==> config.mk <==
export PLATFORM = sky130hd
export DESIGN_NAME = bid_decoder
export DESIGN_NICKNAME = d
export VERILOG_FILES = /design/src/verilog/bid_pkg.sv /design/src/verilog/bid_cycle_div.sv /design/src/verilog/bid_alu.sv /design/src/verilog/bid_decoder.sv
export SDC_FILE = /design/constraint.sdc
export NUM_CORES = 1
export LEC_CHECK = 0
export BUFFER_PORTS_ARGS = -buffer_cell sky130_fd_sc_hd__buf_2
export CAP_MARGIN = 20
export CORE_MARGIN = 2
export CORE_UTILIZATION = 52
export CTS_CLUSTER_DIAMETER = 60
export DETAILED_ROUTE_END_ITERATION = 10
export PLACE_DENSITY = 0.78
export SLEW_MARGIN = 20
export SYNTH_ARGS = -nofsm -noshare
export SYNTH_HDL_FRONTEND = slang
export SYNTH_SLANG_ARGS = --single-unit
==> constraint.sdc <==
create_clock -name sys_clk_i -period 3.5 [get_ports sys_clk_i]
set_input_delay 0 -clock sys_clk_i [delete_from_list [all_inputs] [get_ports sys_clk_i]]
set_output_delay 0 -clock sys_clk_i [all_outputs]
set_load 0.01 [all_outputs]
==> src/verilog/bid_pkg.sv <==
// Constants, types and encodings shared by the instruction decoder files.
package bid_pkg;

	localparam int OSC_PER_CYCLE = 4;
	localparam logic [1:0] PHASE_LAST = 2'(OSC_PER_CYCLE - 1);

	localparam logic [11:0] NOP_WORD = 12'h000;
	localparam logic [10:0] RESET_PC = 11'h000;

	// Special file addresses decoded inside the block.
	localparam logic [4:0] PCL_ADDR = 5'h02;
	localparam logic [4:0] TIMER_ADDR = 5'h01;
	localparam logic [4:0] STATUS_ADDR = 5'h03;
	localparam logic [4:0] IO_PORT_ADDR = 5'h06;
	localparam logic [2:0] DIR_PORT_SEL = 3'h6;

	// Status register bit positions.
	localparam int ST_C = 0;
	localparam int ST_DC = 1;
	localparam int ST_Z = 2;
	localparam int ST_PD = 3;
	localparam int ST_TO = 4;
	localparam int ST_PA_LO = 5;
	localparam int ST_PA_HI = 6;
	localparam logic [7:0] STATUS_RESET = 8'h18;
	localparam logic [7:0] STATUS_SW_MASK = 8'he7;

	localparam int OPT_PSA = 3;
	localparam logic [7:0] OPTION_RESET = 8'hff;
	localparam logic [7:0] DIRECTION_LATCH_LOAD_RESET = 8'hff;

	// Avalon register byte offsets.
	localparam logic [3:0] REG_CTRL = 4'h0;
	localparam logic [3:0] REG_STAT = 4'h4;
	localparam logic [3:0] REG_ACC = 4'h8;
	localparam logic [3:0] REG_PC = 4'hc;
	localparam int CTRL_RUN = 0;
	localparam int CTRL_WAKE = 1;
	localparam logic CTRL_RUN_RESET = 1'b1;
	localparam int STAT_STANDBY = 8;

	typedef enum logic [3:0] {
		ALU_MOVB, ALU_MOVA, ALU_CLR, ALU_ADD, ALU_SUB, ALU_AND,
		ALU_OR, ALU_XOR, ALU_COM, ALU_INC, ALU_DEC, ALU_RL,
		ALU_RR, ALU_SWAP, ALU_BCLR, ALU_BSET
	} bid_alu_op_t;

	typedef struct packed {
		logic [4:0] addr;
		logic [7:0] wdata;
		logic we;
	} bid_file_req_t;

	typedef struct packed {
		logic [7:0] res;
		logic c;
		logic dc;
		logic z;
	} bid_alu_out_t;

endpackage : bid_pkg

==> src/verilog/bid_cycle_div.sv <==
// Divider that marks the last oscillator period of each instruction cycle.
`timescale 1ns/1ps
module bid_cycle_div
	import bid_pkg::*;
(
	// Clock and reset
	input wire logic sys_clk_i,
	input wire logic rst_n_i,
	// Cycle marker
	output logic cycle_en_o
);
	import bid_pkg::*;

	logic [1:0] phase_ff;

	always_ff @(posedge sys_clk_i or negedge rst_n_i)
	begin
		if (!rst_n_i)
			phase_ff <= 2'h0;
		else
			phase_ff <= phase_ff + 2'h1;
	end

	assign cycle_en_o = (phase_ff == PHASE_LAST);

endmodule : bid_cycle_div

==> src/verilog/bid_alu.sv <==
// Eight-bit arithmetic and logic unit with carry, digit carry and zero.
`timescale 1ns/1ps
module bid_alu
	import bid_pkg::*;
(
	// Operation and operands
	input bid_pkg::bid_alu_op_t op_i,
	input wire logic [7:0] acc_i,
	input wire logic [7:0] opnd_i,
	input wire logic [2:0] bit_i,
	input wire logic carry_i,
	// Result
	output bid_pkg::bid_alu_out_t out_o
);
	import bid_pkg::*;

	logic [8:0] sum;
	logic [4:0] nib;
	logic [7:0] mask;

	always_comb
	begin
		mask = 8'h01 << bit_i;
		sum = 9'h000;
		nib = 5'h00;
		out_o.c = carry_i;
		out_o.dc = 1'b0;
		unique case (op_i)
			ALU_MOVB: out_o.res = opnd_i;
			ALU_MOVA: out_o.res = acc_i;
			ALU_CLR: out_o.res = 8'h00;
			ALU_ADD:
			begin
				sum = {1'b0, acc_i} + {1'b0, opnd_i};
				nib = {1'b0, acc_i[3:0]} + {1'b0, opnd_i[3:0]};
				out_o.res = sum[7:0];
				out_o.c = sum[8];
				out_o.dc = nib[4];
			end
			ALU_SUB:
			begin
				// Carry set means no borrow.
				sum = {1'b0, opnd_i} + {1'b0, ~acc_i} + 9'h001;
				nib = {1'b0, opnd_i[3:0]} + {1'b0, ~acc_i[3:0]} + 5'h01;
				out_o.res = sum[7:0];
				out_o.c = sum[8];
				out_o.dc = nib[4];
			end
			ALU_AND: out_o.res = acc_i & opnd_i;
			ALU_OR: out_o.res = acc_i | opnd_i;
			ALU_XOR: out_o.res = acc_i ^ opnd_i;
			ALU_COM: out_o.res = ~opnd_i;
			ALU_INC: out_o.res = opnd_i + 8'h01;
			ALU_DEC: out_o.res = opnd_i - 8'h01;
			ALU_RL:
			begin
				out_o.res = {opnd_i[6:0], carry_i};
				out_o.c = opnd_i[7];
			end
			ALU_RR:
			begin
				out_o.res = {carry_i, opnd_i[7:1]};
				out_o.c = opnd_i[0];
			end
			ALU_SWAP: out_o.res = {opnd_i[3:0], opnd_i[7:4]};
			ALU_BCLR: out_o.res = opnd_i & ~mask;
			ALU_BSET: out_o.res = opnd_i | mask;
		endcase
		out_o.z = (out_o.res == 8'h00);
	end

endmodule : bid_alu

==> src/verilog/bid_decoder.sv <==
// Instruction decoder and executor for the 8-bit accumulator core.
//
// The register addresses and register access over Avalon-MM were left to the implementer.
`timescale 1ns/1ps
module bid_decoder
	import bid_pkg::*;
(
	// Clock and reset
	input wire logic sys_clk_i,
	input wire logic resetn_i,
	// Program memory fetch
	output logic [10:0] pc_o,
	input wire logic [11:0] instr_i,
	// Core register file
	output logic [4:0] file_raddr_o,
	input wire logic [7:0] file_rdata_i,
	output bid_pkg::bid_file_req_t file_wr_o,
	// Port pins, direction and timer side effects
	input wire logic [7:0] io_pins_i,
	output logic [7:0] dir_latch_o,
	output logic [7:0] option_o,
	output logic prescaler_clr_o,
	output logic standby_o,
	// Avalon-MM slave
	input wire logic [3:0] avs_address_i,
	input wire logic avs_read_i,
	input wire logic avs_write_i,
	input wire logic [31:0] avs_writedata_i,
	input wire logic [3:0] avs_byteenable_i,
	output logic [31:0] avs_readdata_o,
	output logic avs_waitrequest_o
);
	import bid_pkg::*;

	logic rst_meta_ff;
	logic rst_n_ff;
	logic cycle_en;
	logic exec_en;
	logic [11:0] ir_ff;
	logic [10:0] pc_ff;
	logic [10:0] stack_ff [0:1];
	logic [7:0] acc_ff;
	logic [7:0] status_ff;
	logic [7:0] dir_ff;
	logic [7:0] option_ff;
	logic standby_ff;
	logic run_ff;
	bid_file_req_t file_wr_ff;
	logic prescaler_clr_ff;
	logic ack_ff;
	logic [31:0] rdata_ff;

	// Decoded controls.
	bid_alu_op_t alu_op;
	bid_alu_out_t alu_out;
	logic use_lit;
	logic wr_f;
	logic wr_w;
	logic upd_z;
	logic upd_cdc;
	logic upd_c;
	logic skip_zero;
	logic skip_clr;
	logic skip_set;
	logic is_call;
	logic is_unconditional_jump;
	logic is_ret;
	logic is_sleep;
	logic is_clrwdt;
	logic is_option;
	logic is_dir;
	logic [7:0] file_opnd;
	logic [7:0] opnd;
	logic skip_taken;
	logic pcl_write;
	logic wake_req;
	logic bus_req;

	wire [4:0] f_addr = ir_ff[4:0];
	wire [2:0] b_sel = ir_ff[7:5];
	wire d_bit = ir_ff[5];
	wire [7:0] k8 = ir_ff[7:0];
	wire [1:0] page = status_ff[ST_PA_HI:ST_PA_LO];

	// Reset release through two flip-flops.
	always_ff @(posedge sys_clk_i or negedge resetn_i)
	begin
		if (!resetn_i)
		begin
			rst_meta_ff <= 1'b0;
			rst_n_ff <= 1'b0;
		end
		else
		begin
			rst_meta_ff <= 1'b1;
			rst_n_ff <= rst_meta_ff;
		end
	end

	bid_cycle_div u_div (
		.sys_clk_i(sys_clk_i),
		.rst_n_i(rst_n_ff),
		.cycle_en_o(cycle_en)
	);

	assign exec_en = cycle_en & run_ff & ~standby_ff;

	always_comb
	begin
		alu_op = ALU_MOVB;
		use_lit = 1'b0;
		wr_f = 1'b0;
		wr_w = 1'b0;
		upd_z = 1'b0;
		upd_cdc = 1'b0;
		upd_c = 1'b0;
		skip_zero = 1'b0;
		skip_clr = 1'b0;
		skip_set = 1'b0;
		is_call = 1'b0;
		is_unconditional_jump = 1'b0;
		is_ret = 1'b0;
		is_sleep = 1'b0;
		is_clrwdt = 1'b0;
		is_option = 1'b0;
		is_dir = 1'b0;
		unique case (ir_ff[11:10])
			2'b00:
			begin
				wr_f = d_bit;
				wr_w = ~d_bit;
				upd_z = 1'b1;
				unique case (ir_ff[9:6])
					4'h0:
					begin
						upd_z = 1'b0;
						wr_w = 1'b0;
						alu_op = ALU_MOVA;
						is_option = (ir_ff[5:0] == 6'h02);
						is_sleep = (ir_ff[5:0] == 6'h03);
						is_clrwdt = (ir_ff[5:0] == 6'h04);
						is_dir = (ir_ff[5:3] == 3'h0) &&
							(ir_ff[2:0] == DIR_PORT_SEL);
					end
					4'h1: alu_op = ALU_CLR;
					4'h2:
					begin
						alu_op = ALU_SUB;
						upd_cdc = 1'b1;
					end
					4'h3: alu_op = ALU_DEC;
					4'h4: alu_op = ALU_OR;
					4'h5: alu_op = ALU_AND;
					4'h6: alu_op = ALU_XOR;
					4'h7:
					begin
						alu_op = ALU_ADD;
						upd_cdc = 1'b1;
					end
					4'h8: alu_op = ALU_MOVB;
					4'h9: alu_op = ALU_COM;
					4'ha: alu_op = ALU_INC;
					4'hb:
					begin
						alu_op = ALU_DEC;
						upd_z = 1'b0;
						skip_zero = 1'b1;
					end
					4'hc:
					begin
						alu_op = ALU_RR;
						upd_z = 1'b0;
						upd_c = 1'b1;
					end
					4'hd:
					begin
						alu_op = ALU_RL;
						upd_z = 1'b0;
						upd_c = 1'b1;
					end
					4'he:
					begin
						alu_op = ALU_SWAP;
						upd_z = 1'b0;
					end
					4'hf:
					begin
						alu_op = ALU_INC;
						upd_z = 1'b0;
						skip_zero = 1'b1;
					end
				endcase
			end
			2'b01:
			begin
				unique case (ir_ff[9:8])
					2'b00:
					begin
						alu_op = ALU_BCLR;
						wr_f = 1'b1;
					end
					2'b01:
					begin
						alu_op = ALU_BSET;
						wr_f = 1'b1;
					end
					2'b10: skip_clr = 1'b1;
					2'b11: skip_set = 1'b1;
				endcase
			end
			2'b10:
			begin
				use_lit = 1'b1;
				unique case (ir_ff[9:8])
					2'b00:
					begin
						is_ret = 1'b1;
						wr_w = 1'b1;
					end
					2'b01: is_call = 1'b1;
					default: is_unconditional_jump = 1'b1;
				endcase
			end
			2'b11:
			begin
				use_lit = 1'b1;
				wr_w = 1'b1;
				upd_z = (ir_ff[9:8] != 2'b00);
				unique case (ir_ff[9:8])
					2'b00: alu_op = ALU_MOVB;
					2'b01: alu_op = ALU_OR;
					2'b10: alu_op = ALU_AND;
					2'b11: alu_op = ALU_XOR;
				endcase
			end
		endcase
	end

	// The I/O port operand is the pin levels, so a read-modify-write
	// never copies a stale latch value back out.
	always_comb
	begin
		if (f_addr == IO_PORT_ADDR)
			file_opnd = io_pins_i;
		else if (f_addr == STATUS_ADDR)
			file_opnd = status_ff;
		else if (f_addr == PCL_ADDR)
			file_opnd = pc_ff[7:0];
		else
			file_opnd = file_rdata_i;
	end

	assign opnd = use_lit ? k8 : file_opnd;

	bid_alu u_alu (
		.op_i(alu_op),
		.acc_i(acc_ff),
		.opnd_i(opnd),
		.bit_i(b_sel),
		.carry_i(status_ff[ST_C]),
		.out_o(alu_out)
	);

	assign skip_taken = (skip_zero & alu_out.z) |
		(skip_clr & ~opnd[b_sel]) | (skip_set & opnd[b_sel]);
	assign pcl_write = wr_f && (f_addr == PCL_ADDR);

	// Instruction register: a jump, call, return, PCL write or taken skip
	// flushes the word fetched during this cycle; a plain increment does not.
	always_ff @(posedge sys_clk_i or negedge rst_n_ff)
	begin
		if (!rst_n_ff)
			ir_ff <= NOP_WORD;
		else if (exec_en)
		begin
			if (skip_taken | is_unconditional_jump | is_call | is_ret | pcl_write)
				ir_ff <= NOP_WORD;
			else
				ir_ff <= instr_i;
		end
	end

	always_ff @(posedge sys_clk_i or negedge rst_n_ff)
	begin
		if (!rst_n_ff)
			pc_ff <= RESET_PC;
		else if (exec_en)
		begin
			if (is_unconditional_jump)
				pc_ff <= {page, ir_ff[8:0]};
			else if (is_call)
				pc_ff <= {page, 1'b0, k8};
			else if (is_ret)
				pc_ff <= stack_ff[0];
			else if (pcl_write)
				pc_ff <= {page, 1'b0, alu_out.res};
			else
				pc_ff <= pc_ff + 11'h001;
		end
	end

	always_ff @(posedge sys_clk_i or negedge rst_n_ff)
	begin
		if (!rst_n_ff)
		begin
			stack_ff[0] <= RESET_PC;
			stack_ff[1] <= RESET_PC;
		end
		else if (exec_en & is_call)
		begin
			stack_ff[1] <= stack_ff[0];
			stack_ff[0] <= pc_ff;
		end
		else if (exec_en & is_ret)
			stack_ff[0] <= stack_ff[1];
	end

	always_ff @(posedge sys_clk_i or negedge rst_n_ff)
	begin
		if (!rst_n_ff)
			acc_ff <= 8'h00;
		else if (exec_en & wr_w)
			acc_ff <= is_ret ? k8 : alu_out.res;
	end

	// Flag updates take priority over a file write to the status byte.
	always_ff @(posedge sys_clk_i or negedge rst_n_ff)
	begin
		if (!rst_n_ff)
			status_ff <= STATUS_RESET;
		else if (exec_en)
		begin
			if (wr_f && (f_addr == STATUS_ADDR))
				status_ff <= (alu_out.res & STATUS_SW_MASK) |
					(status_ff & ~STATUS_SW_MASK);
			if (upd_z)
				status_ff[ST_Z] <= alu_out.z;
			if (upd_cdc)
			begin
				status_ff[ST_C] <= alu_out.c;
				status_ff[ST_DC] <= alu_out.dc;
			end
			if (upd_c)
				status_ff[ST_C] <= alu_out.c;
			if (is_sleep)
			begin
				status_ff[ST_TO] <= 1'b1;
				status_ff[ST_PD] <= 1'b0;
			end
			if (is_clrwdt)
			begin
				status_ff[ST_TO] <= 1'b1;
				status_ff[ST_PD] <= 1'b1;
			end
		end
	end

	always_ff @(posedge sys_clk_i or negedge rst_n_ff)
	begin
		if (!rst_n_ff)
			dir_ff <= DIRECTION_LATCH_LOAD_RESET;
		else if (exec_en & is_dir)
			dir_ff <= acc_ff;
	end

	always_ff @(posedge sys_clk_i or negedge rst_n_ff)
	begin
		if (!rst_n_ff)
			option_ff <= OPTION_RESET;
		else if (exec_en & is_option)
			option_ff <= acc_ff;
	end

	// Ordinary file writes leave as a registered one-cycle request.
	always_ff @(posedge sys_clk_i or negedge rst_n_ff)
	begin
		if (!rst_n_ff)
		begin
			file_wr_ff <= '0;
			prescaler_clr_ff <= 1'b0;
		end
		else
		begin
			file_wr_ff.we <= exec_en & wr_f &
				(f_addr != STATUS_ADDR) & (f_addr != PCL_ADDR);
			file_wr_ff.addr <= f_addr;
			file_wr_ff.wdata <= alu_out.res;
			prescaler_clr_ff <= exec_en & wr_f & (f_addr == TIMER_ADDR) &
				~option_ff[OPT_PSA];
		end
	end

	assign wake_req = bus_req & avs_write_i & (avs_address_i == REG_CTRL) &
		avs_byteenable_i[0] & avs_writedata_i[CTRL_WAKE];

	always_ff @(posedge sys_clk_i or negedge rst_n_ff)
	begin
		if (!rst_n_ff)
			standby_ff <= 1'b0;
		else if (exec_en & is_sleep)
			standby_ff <= 1'b1;
		else if (wake_req)
			standby_ff <= 1'b0;
	end

	// Avalon slave: every access completes one cycle after it starts.
	assign bus_req = (avs_read_i | avs_write_i) & ~ack_ff;
	assign avs_waitrequest_o = (avs_read_i | avs_write_i) & ~ack_ff;

	always_ff @(posedge sys_clk_i or negedge rst_n_ff)
	begin
		if (!rst_n_ff)
		begin
			ack_ff <= 1'b0;
			run_ff <= CTRL_RUN_RESET;
		end
		else
		begin
			ack_ff <= bus_req;
			if (bus_req & avs_write_i & (avs_address_i == REG_CTRL) &
				avs_byteenable_i[0])
				run_ff <= avs_writedata_i[CTRL_RUN];
		end
	end

	always_ff @(posedge sys_clk_i or negedge rst_n_ff)
	begin
		if (!rst_n_ff)
			rdata_ff <= 32'h0000_0000;
		else if (bus_req & avs_read_i)
		begin
			unique case (avs_address_i)
				REG_CTRL: rdata_ff <= {31'h0, run_ff};
				REG_STAT: rdata_ff <= {23'h0, standby_ff, status_ff};
				REG_ACC: rdata_ff <= {8'h00, dir_ff, option_ff, acc_ff};
				REG_PC: rdata_ff <= {21'h0, pc_ff};
				default: rdata_ff <= 32'h0000_0000;
			endcase
		end
	end

	assign avs_readdata_o = rdata_ff;
	assign pc_o = pc_ff;
	assign file_raddr_o = f_addr;
	assign file_wr_o = file_wr_ff;
	assign dir_latch_o = dir_ff;
	assign option_o = option_ff;
	assign prescaler_clr_o = prescaler_clr_ff;
	assign standby_o = standby_ff;

endmodule : bid_decoder

After elaboration in Yosys (flattened, before gate mapping)
Index checks and enable logic that the tools add are counted.
{"block": "op_classes", "addsub": 10, "n_lt_le_gt_ge": 1, "n_eq_ne": 50, "shifts": 1, "muxes": 61, "bitwise": 44, "reduce_logical": 30}
{"cell": "8-bit one-hot mux with 16 select lines", "count": 1}
{"cell": "24-bit one-hot mux with 4 select lines", "count": 1}
{"cell": "4-bit == test, second input constant", "count": 18}
{"cell": "11-bit two-way mux", "count": 6}
{"cell": "4-bit one-hot mux with 14 select lines", "count": 1}
{"cell": "8-bit two-way mux", "count": 5}
{"cell": "4-bit by 3-bit == test with 1-bit output, second input constant", "count": 9}
{"cell": "1-bit two-way mux", "count": 33}
{"cell": "8-bit NOT", "count": 3}
{"cell": "1-bit bitwise AND", "count": 22}
{"cell": "8-bit by 8-bit adder with 9-bit output", "count": 2}
{"cell": "8-bit bitwise AND", "count": 2}
{"cell": "4-bit by 2-bit == test with 1-bit output, second input constant", "count": 4}
{"cell": "8-bit bitwise OR", "count": 2}
{"cell": "4-bit one-hot mux with 4 select lines", "count": 1}
{"cell": "2-bit OR reduction", "count": 7}
{"cell": "6-bit by 2-bit == test with 1-bit output, second input constant", "count": 2}
{"cell": "4-bit zero test", "count": 3}
{"cell": "12-bit two-way mux", "count": 1}
{"cell": "4-bit one-hot mux with 3 select lines", "count": 1}
{"cell": "11-bit by 1-bit adder with 11-bit output, second input constant", "count": 1}
{"cell": "4-bit by 4-bit adder with 5-bit output", "count": 2}
{"cell": "2-bit == test, second input constant", "count": 5}
{"cell": "5-bit by 2-bit == test with 1-bit output, second input constant", "count": 2}
{"cell": "other kinds (34)", "count": 63}
{"block": "word_totals", "register_bits": 131, "output_inout_bits": 81, "elab_cells": 220}

Longest topological paths before layout
{"block": "logic_depth", "ltp_word": 17, "depth_mapped": 23}

Modules after synthesis
Synthesis repeated with hierarchy kept, for this count alone.
{"block": "hier_totals", "cells_unflattened": 1050, "hier_area_um2": 9256.4}
{"mod": "bid_decoder", "n_inst": 1, "cells_each": 694, "area_each_um2": 6784.0, "seq_area_each_um2": 3051.7}
{"mod": "bid_alu", "n_inst": 1, "cells_each": 352, "area_each_um2": 2406.1, "seq_area_each_um2": 0.0}
{"mod": "bid_cycle_div", "n_inst": 1, "cells_each": 4, "area_each_um2": 66.3, "seq_area_each_um2": 50.0}

Worst setup path after synthesis
No wires, ideal clock.
{"block": "synth_timing", "path_type": "reg2reg", "from": "register ir_ff[10]", "to": "register ir_ff[10]", "setup_ns": 0.137, "arrival_ns": 4.858, "path_slack_ns": -1.496, "stages_incl_launch_ff": 20, "path_buffers": 2, "period_less_slack_ns": 4.996, "cell_sequence": "dfrtp_1 -> ha_1 -> clkbuf_1 -> nor2_1 -> o21ai_0 -> o31ai_1 -> inv_1 -> fa_1 -> nor2b_1 -> o311a_1 -> o22ai_1 -> xor2_1 -> nor3_1 -> a2111oi_0 -> o211a_1 -> inv_2 -> nor4_2 -> a41o_1 -> buf_6 -> o22ai_2"}
{"element": "start: declaration", "line": "bid_decoder.sv:39", "rtl": "logic [11:0] ir_ff;"}
{"element": "start signal: assignment", "line": "bid_decoder.sv:279", "rtl": "ir_ff <= instr_i;"}

==> metrics.yaml <==
outcome: "finished, violations left"
violations: "setup timing"
start_kind: "flip-flop"
synth_cell_types: 91
path_clk_slew_ps: 60
worst_pin_slew_ps: 866
antenna_cells: 0
worst_slack_ps: -818
root_buffer: "clkbuf_16"
cp.arrival_ps: 4620
setup.worst_path.end_class: "flip-flop"
synth_edf_count: 0
critPathKind: "flip-flop to flip-flop"
cp_cell_sequence: "nor4b_4, buf_6, nor2_2, o31ai_2, nand2_2, buf_4, inv_2, ha_4, fa_2, nand2b_4, a221oi_2, buf_4, o21ba_2, o21ai_1, nor2b_2, a2111oi_2, o211a_1, inv_2, nor4_4, a41o_4, clkbuf_16, o22ai_2"
core_region_area_um2: 16000
tns_ps: -17240
grt_pass1_vias: 9326
peakVddDrop_v: 0.000540
cts_made_buffers: 17
track_usage: 0.383
p_total_w: 0.0115
fmax_ghz: 0.232
wl_met2_mm: 15.8
wl_met1_mm: 13.7
drc: 0
timing.rr.start: "ir_ff[2]"
p_int_w: 0.00645
h-tree-depth: 4
synthCells: 990
p_seq_frac: 0.155
yosysWarningCount: 0
p_per_area_nw_per_um2: 906
synth_area_leader_cell: "dfrtp_1"
synth_area_um2: 8580
hold_path_class: "input pin to flip-flop"
rsz0062_at_grt: "yes"
antenna_found_initial: 0
slew_viol_final: 0
num_vias: 9634
routed_wl_mm: 34.5
slowest_delay_ps: 450
clk_path_buf_depth: 2
insertion_delay_ps: 420
wl_per_cell_um: 22.2
crit_fanout: 6
setup_viol: 35
wl_met3_mm: 3.28
cp.required_ps: 3800
die-area_um2: 17500
crit_path_start: "ir_ff[2]"
slowest_stage: "dfrtp_2"
hpwlAfterDp_mm: 24.5
switching_power_w: 0.00509
hold_viol: 0
io_buffers: 111
grt_overflow: 0
synth.area.top_cells: "dfrtp_1 (30%), dfstp_2 (5.8%), nand2_1 (5.0%), o21ai_0 (4.3%), ha_1 (4.2%)"
async_flop_share: 1.00
synth_ff_type: "dfrtp_1"
power_leakage_nw: 5.89
seq_area_frac_synth: 0.361
skew_ps: 7.97
synth_top_cell_area_share: 0.303
cts_sinks: 123
drive_above_1_share: 0.453
avgViaCountPerCell: 6.18
dr.max_layer_used: "met4"
die_width_um: 132
finalCriticalPeriod_ps: 4320
drt-initial-drc-count: 1038
grt_pass1_wl_mm: 52.1
first_pass_iters: 6
area_growth_pct: 48.5
num_io_pins: 153
nNetsFinal: 1433
routabilityCongestion: 1.06
slew_headroom: 0.423
rows: 46
fillers: 1048
start_util: 0.536
fin_crit_sh: 1.23
p_sw_frac: 0.441
ys_ff_latch: 123
ant_nets: 0
die_height_um: 132
min_from: "avs_address_i[1]"
grt_max_degree: 67
cts_tree: "built"
clkPwrFrac: 0.165
combinationalPowerShare: 0.680
max_cap_viol_count: 0
synth_area_per_cell_um2: 8.67
## worst max-delay path, delay by kind of cell (launching register included)
| family | cells | cell delay (ps) |
|---|---|---|
| adder cells (fa/ha/maj) | 2 | 380 |
| buffers and inverters | 6 | 770 |
| AND/OR/NAND/NOR | 6 | 910 |
| AO/OA/AOI/OAI | 8 | 1660 |
| flip-flops | 1 | 450 |
## Yosys cell counts, types with 16 or more instances
cell type	n
o21ai_0	73
nor3_1	26
mux2i_1	23
a22o_1	16
dfstp_2	19
nand2_1	114
inv_1	47
ha_1	29
mux2_2	30
dfrtp_1	104
nor2_1	70
nor2b_1	17
nand3_1	24
a21oi_1	63
clkbuf_1	42
## path summary, 6_finish.rpt
path	to	slack [ps]	cells after the start
min in group asynchronous	rst_meta_ff	440	3
setup / recovery	ir_ff[8]	-820	22
setup reg to reg	ir_ff[8]	-820	22
hold reg to reg	rst_n_ff	350	0
hold / removal	avs_readdata_o[10]	50	3
max in group asynchronous	dir_latch_o[7]	2220	1
## through the flow
stage	util	setup WS [ps]	cell area, um2	std cells	hold WS, ps
global placement	0.689	-912	11000	1476	-215
floorplan	-	-660	8860	997	-296
finish	0.796	-818	12700	1558	46.4
global route	0.796	-981	12700	1558	53.5
detailed placement	0.689	-946	11000	1476	-214
CTS	0.778	-807	12500	1547	51.8
## power by group through the flow
stage / clock network, W / registers [W] / logic (W)
after global routing: 0.00198 / 0.00181 / 0.00816
final: 0.00190 / 0.00179 / 0.00785
after CTS: 0.00190 / 0.00178 / 0.00717
after global placement: 0 / 0.00179 / 0.00605
after floorplan: 0 / 0.00180 / 0.00320
after detailed placement: 0 / 0.00179 / 0.00610
## flip-flops by register name, indices dropped and copies added, names as in the netlist, 2 cells and up
name            flops
dir_latch_o         8
acc_ff              8
status_ff           8
pc_o               11
ir_ff              12
stack_ff           22
file_wr_o          14
avs_readdata_o     24
option_o            8
u_div.phase_ff      2
## kinds of logic (layout without fill, tap and decap cells)
family / count (synthesis) / after routing / synth area share
AND/OR/NAND/NOR: 333 / 333 / 0.194
AO/OA/AOI/OAI: 301 / 301 / 0.239
adder cells (fa/ha/maj): 32 / 32 / 0.0493
other: 2 / 9 / 0.000875
flip-flops: 123 / 123 / 0.361
XOR/XNOR: 21 / 21 / 0.0223
buffers and inverters: 124 / 469 / 0.0637
multiplexers: 54 / 54 / 0.0688
## what timing repair did
item,4_1_cts,5_1_grt
pin swaps,26,42
buffers inserted,22,13
endpoints found under the setup margin,37,41
endpoints found under the hold margin,17,0
hold buffers,18,0
gates cloned,0,1
gates resized for setup,102,45
## layer usage
metal  track usage  vias to the layer above
met5             0                        -
met4         0.177                        0
met3        0.0816                      150
met2         0.607                      606
met1         0.503                     4620
li1              -                     4258
## cells in the final DEF (no fill, tap or decap), types with 6 or more instances in the layout
cell	synthesis	layout
a21oi_2	0	8
nor2b_1	17	11
nor3_1	26	20
and3_1	9	6
nand4_1	10	10
nand2_1	114	113
a21oi_1	63	52
inv_1	47	38
mux2_2	30	30
o211ai_1	8	8
a21o_1	8	8
or2_2	9	7
nand3_1	24	23
clkbuf_16	0	18
xor2_1	7	7
nand2b_1	11	9
buf_4	13	233
o21ai_1	4	15
a211oi_1	13	9
dfstp_2	19	19
nor2_1	70	65
conb_1	2	9
buf_6	2	20
ha_4	0	10
a31oi_1	10	8
o21ai_2	5	9
mux2i_1	23	20
dfrtp_2	0	6
ha_1	29	16
a22oi_1	11	10
inv_6	0	6
buf_2	13	111
o21a_1	10	10
o21ai_0	73	57
dlygate4sd3_1	0	18
dfrtp_1	104	97
xnor2_1	13	11
a22o_1	16	16
o22ai_2	6	7
## final cells by class
cell class / count / area [um2] / share of cell area
repair buffers: 388 / 2830 / 0.222
well taps: 216 / 270 / 0.0212
multi-input cells: 750 / 5680 / 0.446
flip-flops and latches: 123 / 3110 / 0.244
clock buffers: 18 / 439 / 0.0345
inverters: 49 / 203 / 0.0159
clock inverters: 14 / 201 / 0.0158
Power figures use the tool's default switching activity.
